## src/ofd_pkg.sv

```systemverilog
package ofd_pkg;

  // operand sizes and field codes
  localparam int unsigned WORD_W        = 16;
  localparam logic [1:0]  MOD_NO_DISP   = 2'h0;
  localparam logic [1:0]  MOD_DISP8     = 2'h1;
  localparam logic [1:0]  MOD_DISP16    = 2'h2;
  localparam logic [1:0]  MOD_REGISTER  = 2'h3;
  localparam logic [2:0]  MEM_DIRECT    = 3'h6;
  localparam logic [15:0] WORD_RST      = 16'h0000;
  localparam logic [7:0]  BYTE_RST      = 8'h00;
  localparam logic [31:0] IMM_RST       = 32'h00000000;
  localparam logic [2:0]  LEN_NONE      = 3'h0;
  localparam logic [2:0]  LEN_ONE       = 3'h1;
  localparam logic [2:0]  LEN_TWO       = 3'h2;
  localparam logic [2:0]  LEN_FAR       = 3'h4;

  typedef logic [WORD_W-1:0] ofd_word_t;

  // {W, field} gives the register directly
  typedef enum logic [3:0] {
    GPR_ACCUMULATOR_LOW   = 4'b0000, GPR_COUNT_LOW          = 4'b0001,
    GPR_DATA_LOW          = 4'b0010, GPR_BASE_LOW           = 4'b0011,
    GPR_ACCUMULATOR_HIGH  = 4'b0100, GPR_COUNT_HIGH         = 4'b0101,
    GPR_DATA_HIGH         = 4'b0110, GPR_BASE_HIGH          = 4'b0111,
    GPR_ACCUMULATOR_WORD  = 4'b1000, GPR_COUNT_WORD         = 4'b1001,
    GPR_DATA_WORD_REG     = 4'b1010, GPR_BASE_WORD_REG      = 4'b1011,
    GPR_STACK_POINTER     = 4'b1100, GPR_FRAME_BASE_POINTER = 4'b1101,
    GPR_SOURCE_INDEX      = 4'b1110, GPR_DEST_INDEX         = 4'b1111
  } ofd_gpr_e;

  typedef enum logic [1:0] {
    SEG_DATA_ONE = 2'b00, SEG_PROGRAM = 2'b01, SEG_STACK = 2'b10, SEG_DATA_ZERO = 2'b11
  } ofd_seg_e;

  typedef enum logic [3:0] {
    FORM_MODRM = 4'b0000, FORM_MODRM_IMM = 4'b0001, FORM_ACC_IMM = 4'b0010,
    FORM_SHORT = 4'b0011, FORM_NEAR      = 4'b0100, FORM_FAR     = 4'b0101,
    FORM_RETN  = 4'b0110, FORM_XLAT      = 4'b0111, FORM_BLOCK   = 4'b1000
  } ofd_form_e;

  typedef enum logic [2:0] {
    FLAG_KEEP = 3'b000, FLAG_CLEAR = 3'b001, FLAG_SET = 3'b010,
    FLAG_RESULT = 3'b011, FLAG_UNDEF = 3'b100, FLAG_RESTORE = 3'b101
  } ofd_flag_e;

  typedef struct packed {
    ofd_form_e  form;
    logic       w;
    logic       s;
    logic [1:0] sreg;
    logic       ovr_en;
    ofd_seg_e   ovr;
  } ofd_desc_s;

  typedef struct packed {
    ofd_word_t  base_word;
    ofd_word_t  frame_base;
    ofd_word_t  src_index;
    ofd_word_t  dst_index;
    logic [7:0] acc_low;
    ofd_word_t  pc_end;
  } ofd_regs_s;

  typedef struct packed {
    ofd_form_e form;
    logic      word;
    logic      mem_op;
    ofd_gpr_e  reg_dst;
    ofd_gpr_e  reg_src;
    ofd_word_t ea;
    ofd_word_t ea_dst;
    ofd_seg_e  data_seg;
    ofd_seg_e  dst_seg;
    ofd_seg_e  sreg_sel;
    ofd_word_t imm;
    ofd_word_t target_pc;
    ofd_word_t target_ps;
  } ofd_res_s;

  function automatic ofd_gpr_e gpr_sel(input logic w, input logic [2:0] f);
    return ofd_gpr_e'({w, f});
  endfunction

  function automatic ofd_word_t sext8(input logic [7:0] b);
    return {{8{b[7]}}, b};
  endfunction

  function automatic logic [2:0] disp_len(input logic [1:0] md, input logic [2:0] m);
    if (md == MOD_DISP8) return LEN_ONE;
    if (md == MOD_DISP16 || (md == MOD_NO_DISP && m == MEM_DIRECT)) return LEN_TWO;
    return LEN_NONE;
  endfunction

  function automatic logic [2:0] imm_len(input ofd_desc_s d);
    case (d.form)
      FORM_MODRM_IMM, FORM_ACC_IMM: return (!d.w || d.s) ? LEN_ONE : LEN_TWO;
      FORM_SHORT:                   return LEN_ONE;
      FORM_NEAR, FORM_RETN:         return LEN_TWO;
      FORM_FAR:                     return LEN_FAR;
      default:                      return LEN_NONE;
    endcase
  endfunction

endpackage

```

## src/ofd_decoder.sv

```systemverilog
`timescale 1ns/100ps
module ofd_decoder (
  // clock and reset
  input  wire logic               clk,
  input  wire logic               sys_rst,
  // instruction start
  input  wire logic               start,
  input  wire ofd_pkg::ofd_desc_s start_desc,
  // operand bytes from fetch
  input  wire logic               byte_valid,
  input  wire logic [7:0]         byte_data,
  // register values seen at completion
  input  wire ofd_pkg::ofd_regs_s regs_in,
  // flag update
  input  wire ofd_pkg::ofd_flag_e flag_act,
  input  wire logic               flag_old,
  input  wire logic               flag_res,
  input  wire logic               flag_saved,
  // status and results
  output logic                    idle_q,
  output logic                    want_byte_q,
  output logic                    done_q,
  output ofd_pkg::ofd_res_s       res_q,
  output logic                    flag_new_q
);

  typedef enum logic [2:0] {
    ST_IDLE = 3'b000, ST_MODRM = 3'b001, ST_DISP = 3'b010, ST_IMM = 3'b011, ST_FINISH = 3'b100
  } ofd_state_e;

  ofd_state_e         state_q,   state_d;
  ofd_pkg::ofd_desc_s desc_q,    desc_d;
  logic [7:0]         modrm_q,   modrm_d;
  logic [15:0]        disp_q,    disp_d;
  logic [2:0]         disp_n_q,  disp_n_d;
  logic [31:0]        imm_q,     imm_d;
  logic [2:0]         imm_n_q,   imm_n_d;
  logic [1:0]         cnt_q,     cnt_d;
  logic               done_d;
  logic               flag_new_d;
  ofd_pkg::ofd_res_s  res_d;
  logic               take;
  logic [1:0]         md;
  logic [2:0]         mf;
  logic [2:0]         next_len;
  ofd_pkg::ofd_word_t base;
  ofd_pkg::ofd_word_t disp16;

  assign take = want_byte_q & byte_valid;
  assign md   = modrm_q[7:6];
  assign mf   = modrm_q[2:0];

  // effective address base per memory field and mode
  always_comb begin
    case (mf)
      3'b000:  base = regs_in.base_word + regs_in.src_index;
      3'b001:  base = regs_in.base_word + regs_in.dst_index;
      3'b010:  base = regs_in.frame_base + regs_in.src_index;
      3'b011:  base = regs_in.frame_base + regs_in.dst_index;
      3'b100:  base = regs_in.src_index;
      3'b101:  base = regs_in.dst_index;
      3'b110:  base = (md == ofd_pkg::MOD_NO_DISP) ? ofd_pkg::WORD_RST : regs_in.frame_base;
      default: base = regs_in.base_word;
    endcase
    // one byte is always signed; two bytes were stored low then high
    disp16 = (disp_n_q == ofd_pkg::LEN_ONE) ? ofd_pkg::sext8(disp_q[7:0]) : disp_q;
  end

  // sequencing over operand bytes
  always_comb begin
    state_d  = state_q;
    desc_d   = desc_q;
    modrm_d  = modrm_q;
    disp_d   = disp_q;
    disp_n_d = disp_n_q;
    imm_d    = imm_q;
    imm_n_d  = imm_n_q;
    cnt_d    = cnt_q;
    done_d   = 1'b0;
    res_d    = res_q;
    next_len = ofd_pkg::LEN_NONE;
    case (state_q)
      ST_IDLE: begin
        if (start) begin
          desc_d   = start_desc;
          disp_d   = ofd_pkg::WORD_RST;
          disp_n_d = ofd_pkg::LEN_NONE;
          imm_d    = ofd_pkg::IMM_RST;
          imm_n_d  = ofd_pkg::imm_len(start_desc);
          modrm_d  = ofd_pkg::BYTE_RST;
          cnt_d    = 2'h0;
          if (start_desc.form == ofd_pkg::FORM_MODRM || start_desc.form == ofd_pkg::FORM_MODRM_IMM)
            state_d = ST_MODRM;
          else if (ofd_pkg::imm_len(start_desc) != ofd_pkg::LEN_NONE)
            state_d = ST_IMM;
          else
            state_d = ST_FINISH;
        end
      end
      ST_MODRM: begin
        if (take) begin
          modrm_d  = byte_data;
          next_len = ofd_pkg::disp_len(byte_data[7:6], byte_data[2:0]);
          disp_n_d = next_len;
          if (next_len != ofd_pkg::LEN_NONE)
            state_d = ST_DISP;
          else if (imm_n_q != ofd_pkg::LEN_NONE)
            state_d = ST_IMM;
          else
            state_d = ST_FINISH;
        end
      end
      ST_DISP: begin
        if (take) begin
          disp_d[{cnt_q[0], 3'b000} +: 8] = byte_data;
          if ({1'b0, cnt_q} == disp_n_q - 3'h1) begin
            cnt_d   = 2'h0;
            state_d = (imm_n_q != ofd_pkg::LEN_NONE) ? ST_IMM : ST_FINISH;
          end else begin
            cnt_d = cnt_q + 2'h1;
          end
        end
      end
      ST_IMM: begin
        if (take) begin
          // byte k lands at bits 8k: low before high, offset before segment
          imm_d[{cnt_q, 3'b000} +: 8] = byte_data;
          if ({1'b0, cnt_q} == imm_n_q - 3'h1) begin
            cnt_d   = 2'h0;
            state_d = ST_FINISH;
          end else begin
            cnt_d = cnt_q + 2'h1;
          end
        end
      end
      ST_FINISH: begin
        done_d         = 1'b1;
        state_d        = ST_IDLE;
        res_d.form     = desc_q.form;
        res_d.word     = desc_q.w;
        res_d.reg_dst  = ofd_pkg::gpr_sel(desc_q.w, modrm_q[5:3]);
        res_d.reg_src  = ofd_pkg::gpr_sel(desc_q.w, mf);
        res_d.mem_op   = (md != ofd_pkg::MOD_REGISTER);
        res_d.ea       = base + disp16;
        res_d.ea_dst   = ofd_pkg::WORD_RST;
        res_d.data_seg = desc_q.ovr_en ? desc_q.ovr : ofd_pkg::SEG_DATA_ZERO;
        res_d.dst_seg  = ofd_pkg::SEG_DATA_ONE;
        res_d.sreg_sel = ofd_pkg::ofd_seg_e'(desc_q.sreg);
        // single byte: signed only when s asks for it on a word op
        if (imm_n_q == ofd_pkg::LEN_ONE)
          res_d.imm = (desc_q.w && desc_q.s) ? ofd_pkg::sext8(imm_q[7:0])
                                             : {8'h00, imm_q[7:0]};
        else
          res_d.imm = imm_q[15:0];
        res_d.target_pc = regs_in.pc_end;
        res_d.target_ps = ofd_pkg::WORD_RST;
        case (desc_q.form)
          ofd_pkg::FORM_ACC_IMM: begin
            res_d.mem_op  = 1'b0;
            res_d.reg_dst = ofd_pkg::gpr_sel(desc_q.w, 3'b000);
          end
          ofd_pkg::FORM_SHORT: begin
            res_d.mem_op    = 1'b0;
            res_d.target_pc = regs_in.pc_end + ofd_pkg::sext8(imm_q[7:0]);
          end
          ofd_pkg::FORM_NEAR: begin
            res_d.mem_op    = 1'b0;
            res_d.target_pc = regs_in.pc_end + imm_q[15:0];
          end
          ofd_pkg::FORM_FAR: begin
            res_d.mem_op    = 1'b0;
            res_d.target_pc = imm_q[15:0];
            res_d.target_ps = imm_q[31:16];
          end
          ofd_pkg::FORM_RETN: res_d.mem_op = 1'b0;
          ofd_pkg::FORM_XLAT: begin
            res_d.mem_op = 1'b1;
            res_d.word   = 1'b0;
            res_d.ea     = regs_in.base_word + {8'h00, regs_in.acc_low};
          end
          ofd_pkg::FORM_BLOCK: begin
            res_d.mem_op = 1'b1;
            res_d.ea     = regs_in.src_index;
            res_d.ea_dst = regs_in.dst_index;
            // prefix may move the source only, never the destination
            res_d.dst_seg = ofd_pkg::SEG_DATA_ONE;
          end
          default: ;
        endcase
      end
      default: state_d = ST_IDLE;
    endcase
  end

  // undefined flags hold their old value so nothing random leaks out
  always_comb begin
    case (flag_act)
      ofd_pkg::FLAG_CLEAR:   flag_new_d = 1'b0;
      ofd_pkg::FLAG_SET:     flag_new_d = 1'b1;
      ofd_pkg::FLAG_RESULT:  flag_new_d = flag_res;
      ofd_pkg::FLAG_RESTORE: flag_new_d = flag_saved;
      default:               flag_new_d = flag_old;
    endcase
  end

  always_ff @(posedge clk) begin
    if (sys_rst) begin
      state_q     <= ST_IDLE;
      desc_q      <= '0;
      modrm_q     <= ofd_pkg::BYTE_RST;
      disp_q      <= ofd_pkg::WORD_RST;
      disp_n_q    <= ofd_pkg::LEN_NONE;
      imm_q       <= ofd_pkg::IMM_RST;
      imm_n_q     <= ofd_pkg::LEN_NONE;
      cnt_q       <= 2'h0;
      done_q      <= 1'b0;
      res_q       <= '0;
      idle_q      <= 1'b1;
      want_byte_q <= 1'b0;
      flag_new_q  <= 1'b0;
    end else begin
      state_q     <= state_d;
      desc_q      <= desc_d;
      modrm_q     <= modrm_d;
      disp_q      <= disp_d;
      disp_n_q    <= disp_n_d;
      imm_q       <= imm_d;
      imm_n_q     <= imm_n_d;
      cnt_q       <= cnt_d;
      done_q      <= done_d;
      res_q       <= res_d;
      idle_q      <= (state_d == ST_IDLE);
      want_byte_q <= (state_d == ST_MODRM || state_d == ST_DISP || state_d == ST_IMM);
      flag_new_q  <= flag_new_d;
    end
  end
endmodule

```

## config.mk

```make
export PLATFORM = sky130hd
export DESIGN_NAME = ofd_decoder
export DESIGN_NICKNAME = d
export VERILOG_FILES = /design/src/ofd_pkg.sv /design/src/ofd_decoder.sv
export SDC_FILE = /design/constraint.sdc
export NUM_CORES = 1
export LEC_CHECK = 0
export ABC_CLOCK_PERIOD_IN_PS = 10500
export BUFFER_PORTS_ARGS = -buffer_cell sky130_fd_sc_hd__buf_4
export CORE_ASPECT_RATIO = 1.1
export CORE_MARGIN = 2
export CORE_UTILIZATION = 61
export CTS_CLUSTER_DIAMETER = 30
export DETAILED_ROUTE_END_ITERATION = 12
export PLACE_DENSITY = 0.92
export SLEW_MARGIN = 0
export SYNTH_ARGS = -nofsm -noshare
export SYNTH_HDL_FRONTEND = slang
export SYNTH_SLANG_ARGS = --single-unit
```

## constraint.sdc

```tcl
create_clock -name clk -period 10.5 [get_ports clk]
set_input_delay 2.1 -clock clk [delete_from_list [all_inputs] [get_ports clk]]
set_output_delay 2.1 -clock clk [all_outputs]
set_load 0.05 [all_outputs]
```

==> results by group <==
Run status
  • Outcome: completed

Placed design
  • Placer Congestion: around 1.0
  • DP Wirelength: 28.1 mm
  • DP Worst Slack: 4.19 ns
  • I/O Buffers: 218

Drt
  • Via count: 12300
  • DR DRC count: 0
  • Pre-antenna DRT Iters: 6
  • Routed WL: just under 40 mm
  • Avg WL per Cell: 20.6 um
  • Vias/cell: 6.55
  • Post-route ant nets: 0
  • Initial DRC Count: 1622

Critical path
  • Crit end category: flop
  • Crit path largest cell delay: 0.79 ns
  • Worst path required time: roughly 11 ns
  • CP startpoint kind: flop
  • Worst path arrival time: 6.62 ns
  • Family with the most delay on the worst path: compound AO/OA/AOI/OAI gates
  • Crit path kind: flop to flop
  • Max stage delay cell, worst path: and2_1
  • Crit-path max FO: 23
  • Buf/Inv on CP: 2

Min path
  • Min-Delay Path Class: flop to flop

Synthesis
  • Synth Cell Area: 11600 um^2
  • Ys Warns: 0
  • Yosys reg bits: 178
  • Ys async rst share: 0%
  • Most used DFF post-synth: dfxtp_1
  • Post-synthesis cell type count: 87
  • Post-synth EDFFs: 0
  • Seq/Total Area, Yosys: a little under a third
  • Syn Area/Cell: 7.87 um^2
  • Synth Instances: 1469

Global route
  • Total track usage: 38.2%
  • Total grt overflow: 0
  • Largest net degree at the start of global routing: 73
  • Vias in the first global route: about 12000
  • First-pass GRT wire length: between 60 and 70 mm
  • Initial antenna violation count: 0

STA
  • Min Clock Period, post-route: about 6.3 ns
  • Crit share post-route: about three fifths
  • Max Fclk: 158 MHz
  • Setup Skew: 0.00990 ns
  • Worst hold margin: 0.458 ns
  • Setup Viol. Count Final: 0
  • Setup ws final: 4.18 ns
  • RSZ-0062 raised after global routing: no
  • Setup TNS: 0 ns
  • Final Hold Viols: 0
  • Worst-Margin Slew: between 1 and 1.5 ns
  • Max Slew Vio Count: 0
  • Relative slew slack: 26.8%

Clock network
  • Max Root-Sink Buffers: 2
  • CTS tree: yes
  • Clk sink count: between 150 and 200
  • Hold buffers post-CTS: 0
  • CTS buffer count: 17
  • Number of setup buffers added after CTS: 0
  • Post-CTS Resized: 0
  • CTS root buffer: clkbuf_16
  • Worst-Skew Late Latency: 0.45 ns
  • Clock Pin Slew Worst Setup and Hold Paths: ~0.080 ns
  • CTS H-Tree Depth: 4

Finish
  • Area Overhead vs Synth: 19.6%
  • Fillers: 1406
  • Antenna cells: 0
  • Net count, final: 1826
  • Layout cell share with drive strength beyond 1: 20.1%

Pwr
  • Pwr Density: 133 nW/um^2
  • Lkg Pwr: 5.73 nW
  • Internal power: 1.21 mW
  • Tot Pwr: 1.84 mW
  • Flop pwr share: 38.9%
  • Combinational fraction of design power: 25.5%
  • Peak supply drop: 0.000134 V
  • Clock power share: ~36%
  • Switching share of power: 34.2%
  • Net Sw Power: 0.629 mW

Floorplanning
  • Rows: 52
  • Die ar.: 20100 um^2
  • Core Box Area: 18500 um^2
  • I/O Pins: 221
  • Die X: 135 um
  • Die H: 148 um
  • Initial core utilization: 62.6%

Flow run
  • # Max-Cap Violations: 0
[routing by layer]
layer  global-route usage (%)  up-vias  part of all wire, %
li1                         -     5628                    -
met1                     48.7     5724                   39
met2                     61.0      789                   45
met3                     9.00      176                   11
met4                     18.5        0                  5.1
met5                        0        -                    0
[path summary, 6_finish.rpt]
check | startpoint | to | slack [ns] | cells after the start
max reg2reg | modrm_q[2] | res_q[85] | 4.18 | 25
min | res_q[13] | res_q[13] | 0.46 | 2
min reg2reg | res_q[13] | res_q[13] | 0.46 | 2
max | modrm_q[2] | res_q[85] | 4.18 | 25
[kinds of logic (layout without fill, tap and decap cells)]
kind of cell	after synthesis	in the layout	synth area share [%]
adder cells (fa/ha/maj)	85	85	9.50
flip-flops	178	178	30.8
multiplexers	36	36	3.45
XOR/XNOR	66	66	5.00
buffers and inverters	128	296	4.47
AO/OA/AOI/OAI	432	432	25.0
other	1	2	0.0324
AND/OR/NAND/NOR	543	543	21.8
[registers in the layout, indices dropped and copies added (netlist names), 2 cells and up]
signal / count
res_q: 97
disp_n_q: 2
imm_n_q: 3
state_q: 3
desc_q: 11
modrm_q: 8
cnt_q: 2
disp_q: 16
imm_q: 32
[cells in the final DEF, fill, tap and decap left out, types with 33 or more instances in the layout]
cell type,n
buf_4,229
dfxtp_1,178
a21oi_1,177
nand2_1,165
nor2_1,148
ha_1,79
nand3_1,71
nor3_1,56
xnor2_1,44
a22oi_1,43
inv_1,35
nor2b_1,33
[cell type report]
| type | count | area [um^2] | share of cell area, % |
|---|---|---|---|
| clock inverter | 14 | 179 | 1.29 |
| clock buffer | 18 | 429 | 3.10 |
| sequential | 178 | 3560 | 25.8 |
| tap | 243 | 304 | 2.20 |
| inverter | 35 | 131 | 0.950 |
| multi-input combinational | 1164 | 7500 | 54.2 |
| timing repair buffer | 229 | 1720 | 12.4 |
[synth_stat cells (32+ instances only)]
cell / number / share of area [%]
inv_1: 35 / 1.1
nor3_1: 57 / 2.5
ha_1: 79 / 8.5
xnor2_1: 44 / 3.3
a21oi_1: 177 / 7.7
nand3_1: 71 / 3.1
nor2b_1: 33 / 1.8
nor2_1: 149 / 4.8
a22oi_1: 43 / 2.8
nand2_1: 166 / 5.4
dfxtp_1: 178 / 31
o21ai_0: 32 / 1.4
clkbuf_1: 64 / 2.1
[tightest hold or removal path: stages, from the launching register on]
cell and delay [ns]:
dfxtp_1 0.32, nand2_1 0.05, a21oi_1 0.05
[stage by stage]
stage | instance area, um^2 | cells | utilization (%)
after floorplan | 11600 | 1470 | -
after global placement | 13200 | 1849 | 71.5
after detailed placement | 13200 | 1849 | 71.5
after CTS | 13800 | 1881 | 74.8
after global routing | 13800 | 1881 | 74.8
final | 13800 | 1881 | 74.8
[power groups by stage]
| stage | Sequential (mW) | Clock (mW) | Combinational, mW |
|---|---|---|---|
| after floorplan | 0.774 | 0 | 0.259 |
| after global placement | 0.728 | 0 | 0.446 |
| after detailed placement | 0.729 | 0 | 0.452 |
| after CTS | 0.714 | 0.656 | 0.457 |
| after global routing | 0.716 | 0.682 | 0.501 |
| final | 0.715 | 0.656 | 0.469 |
Power figures use the tool's default switching activity.
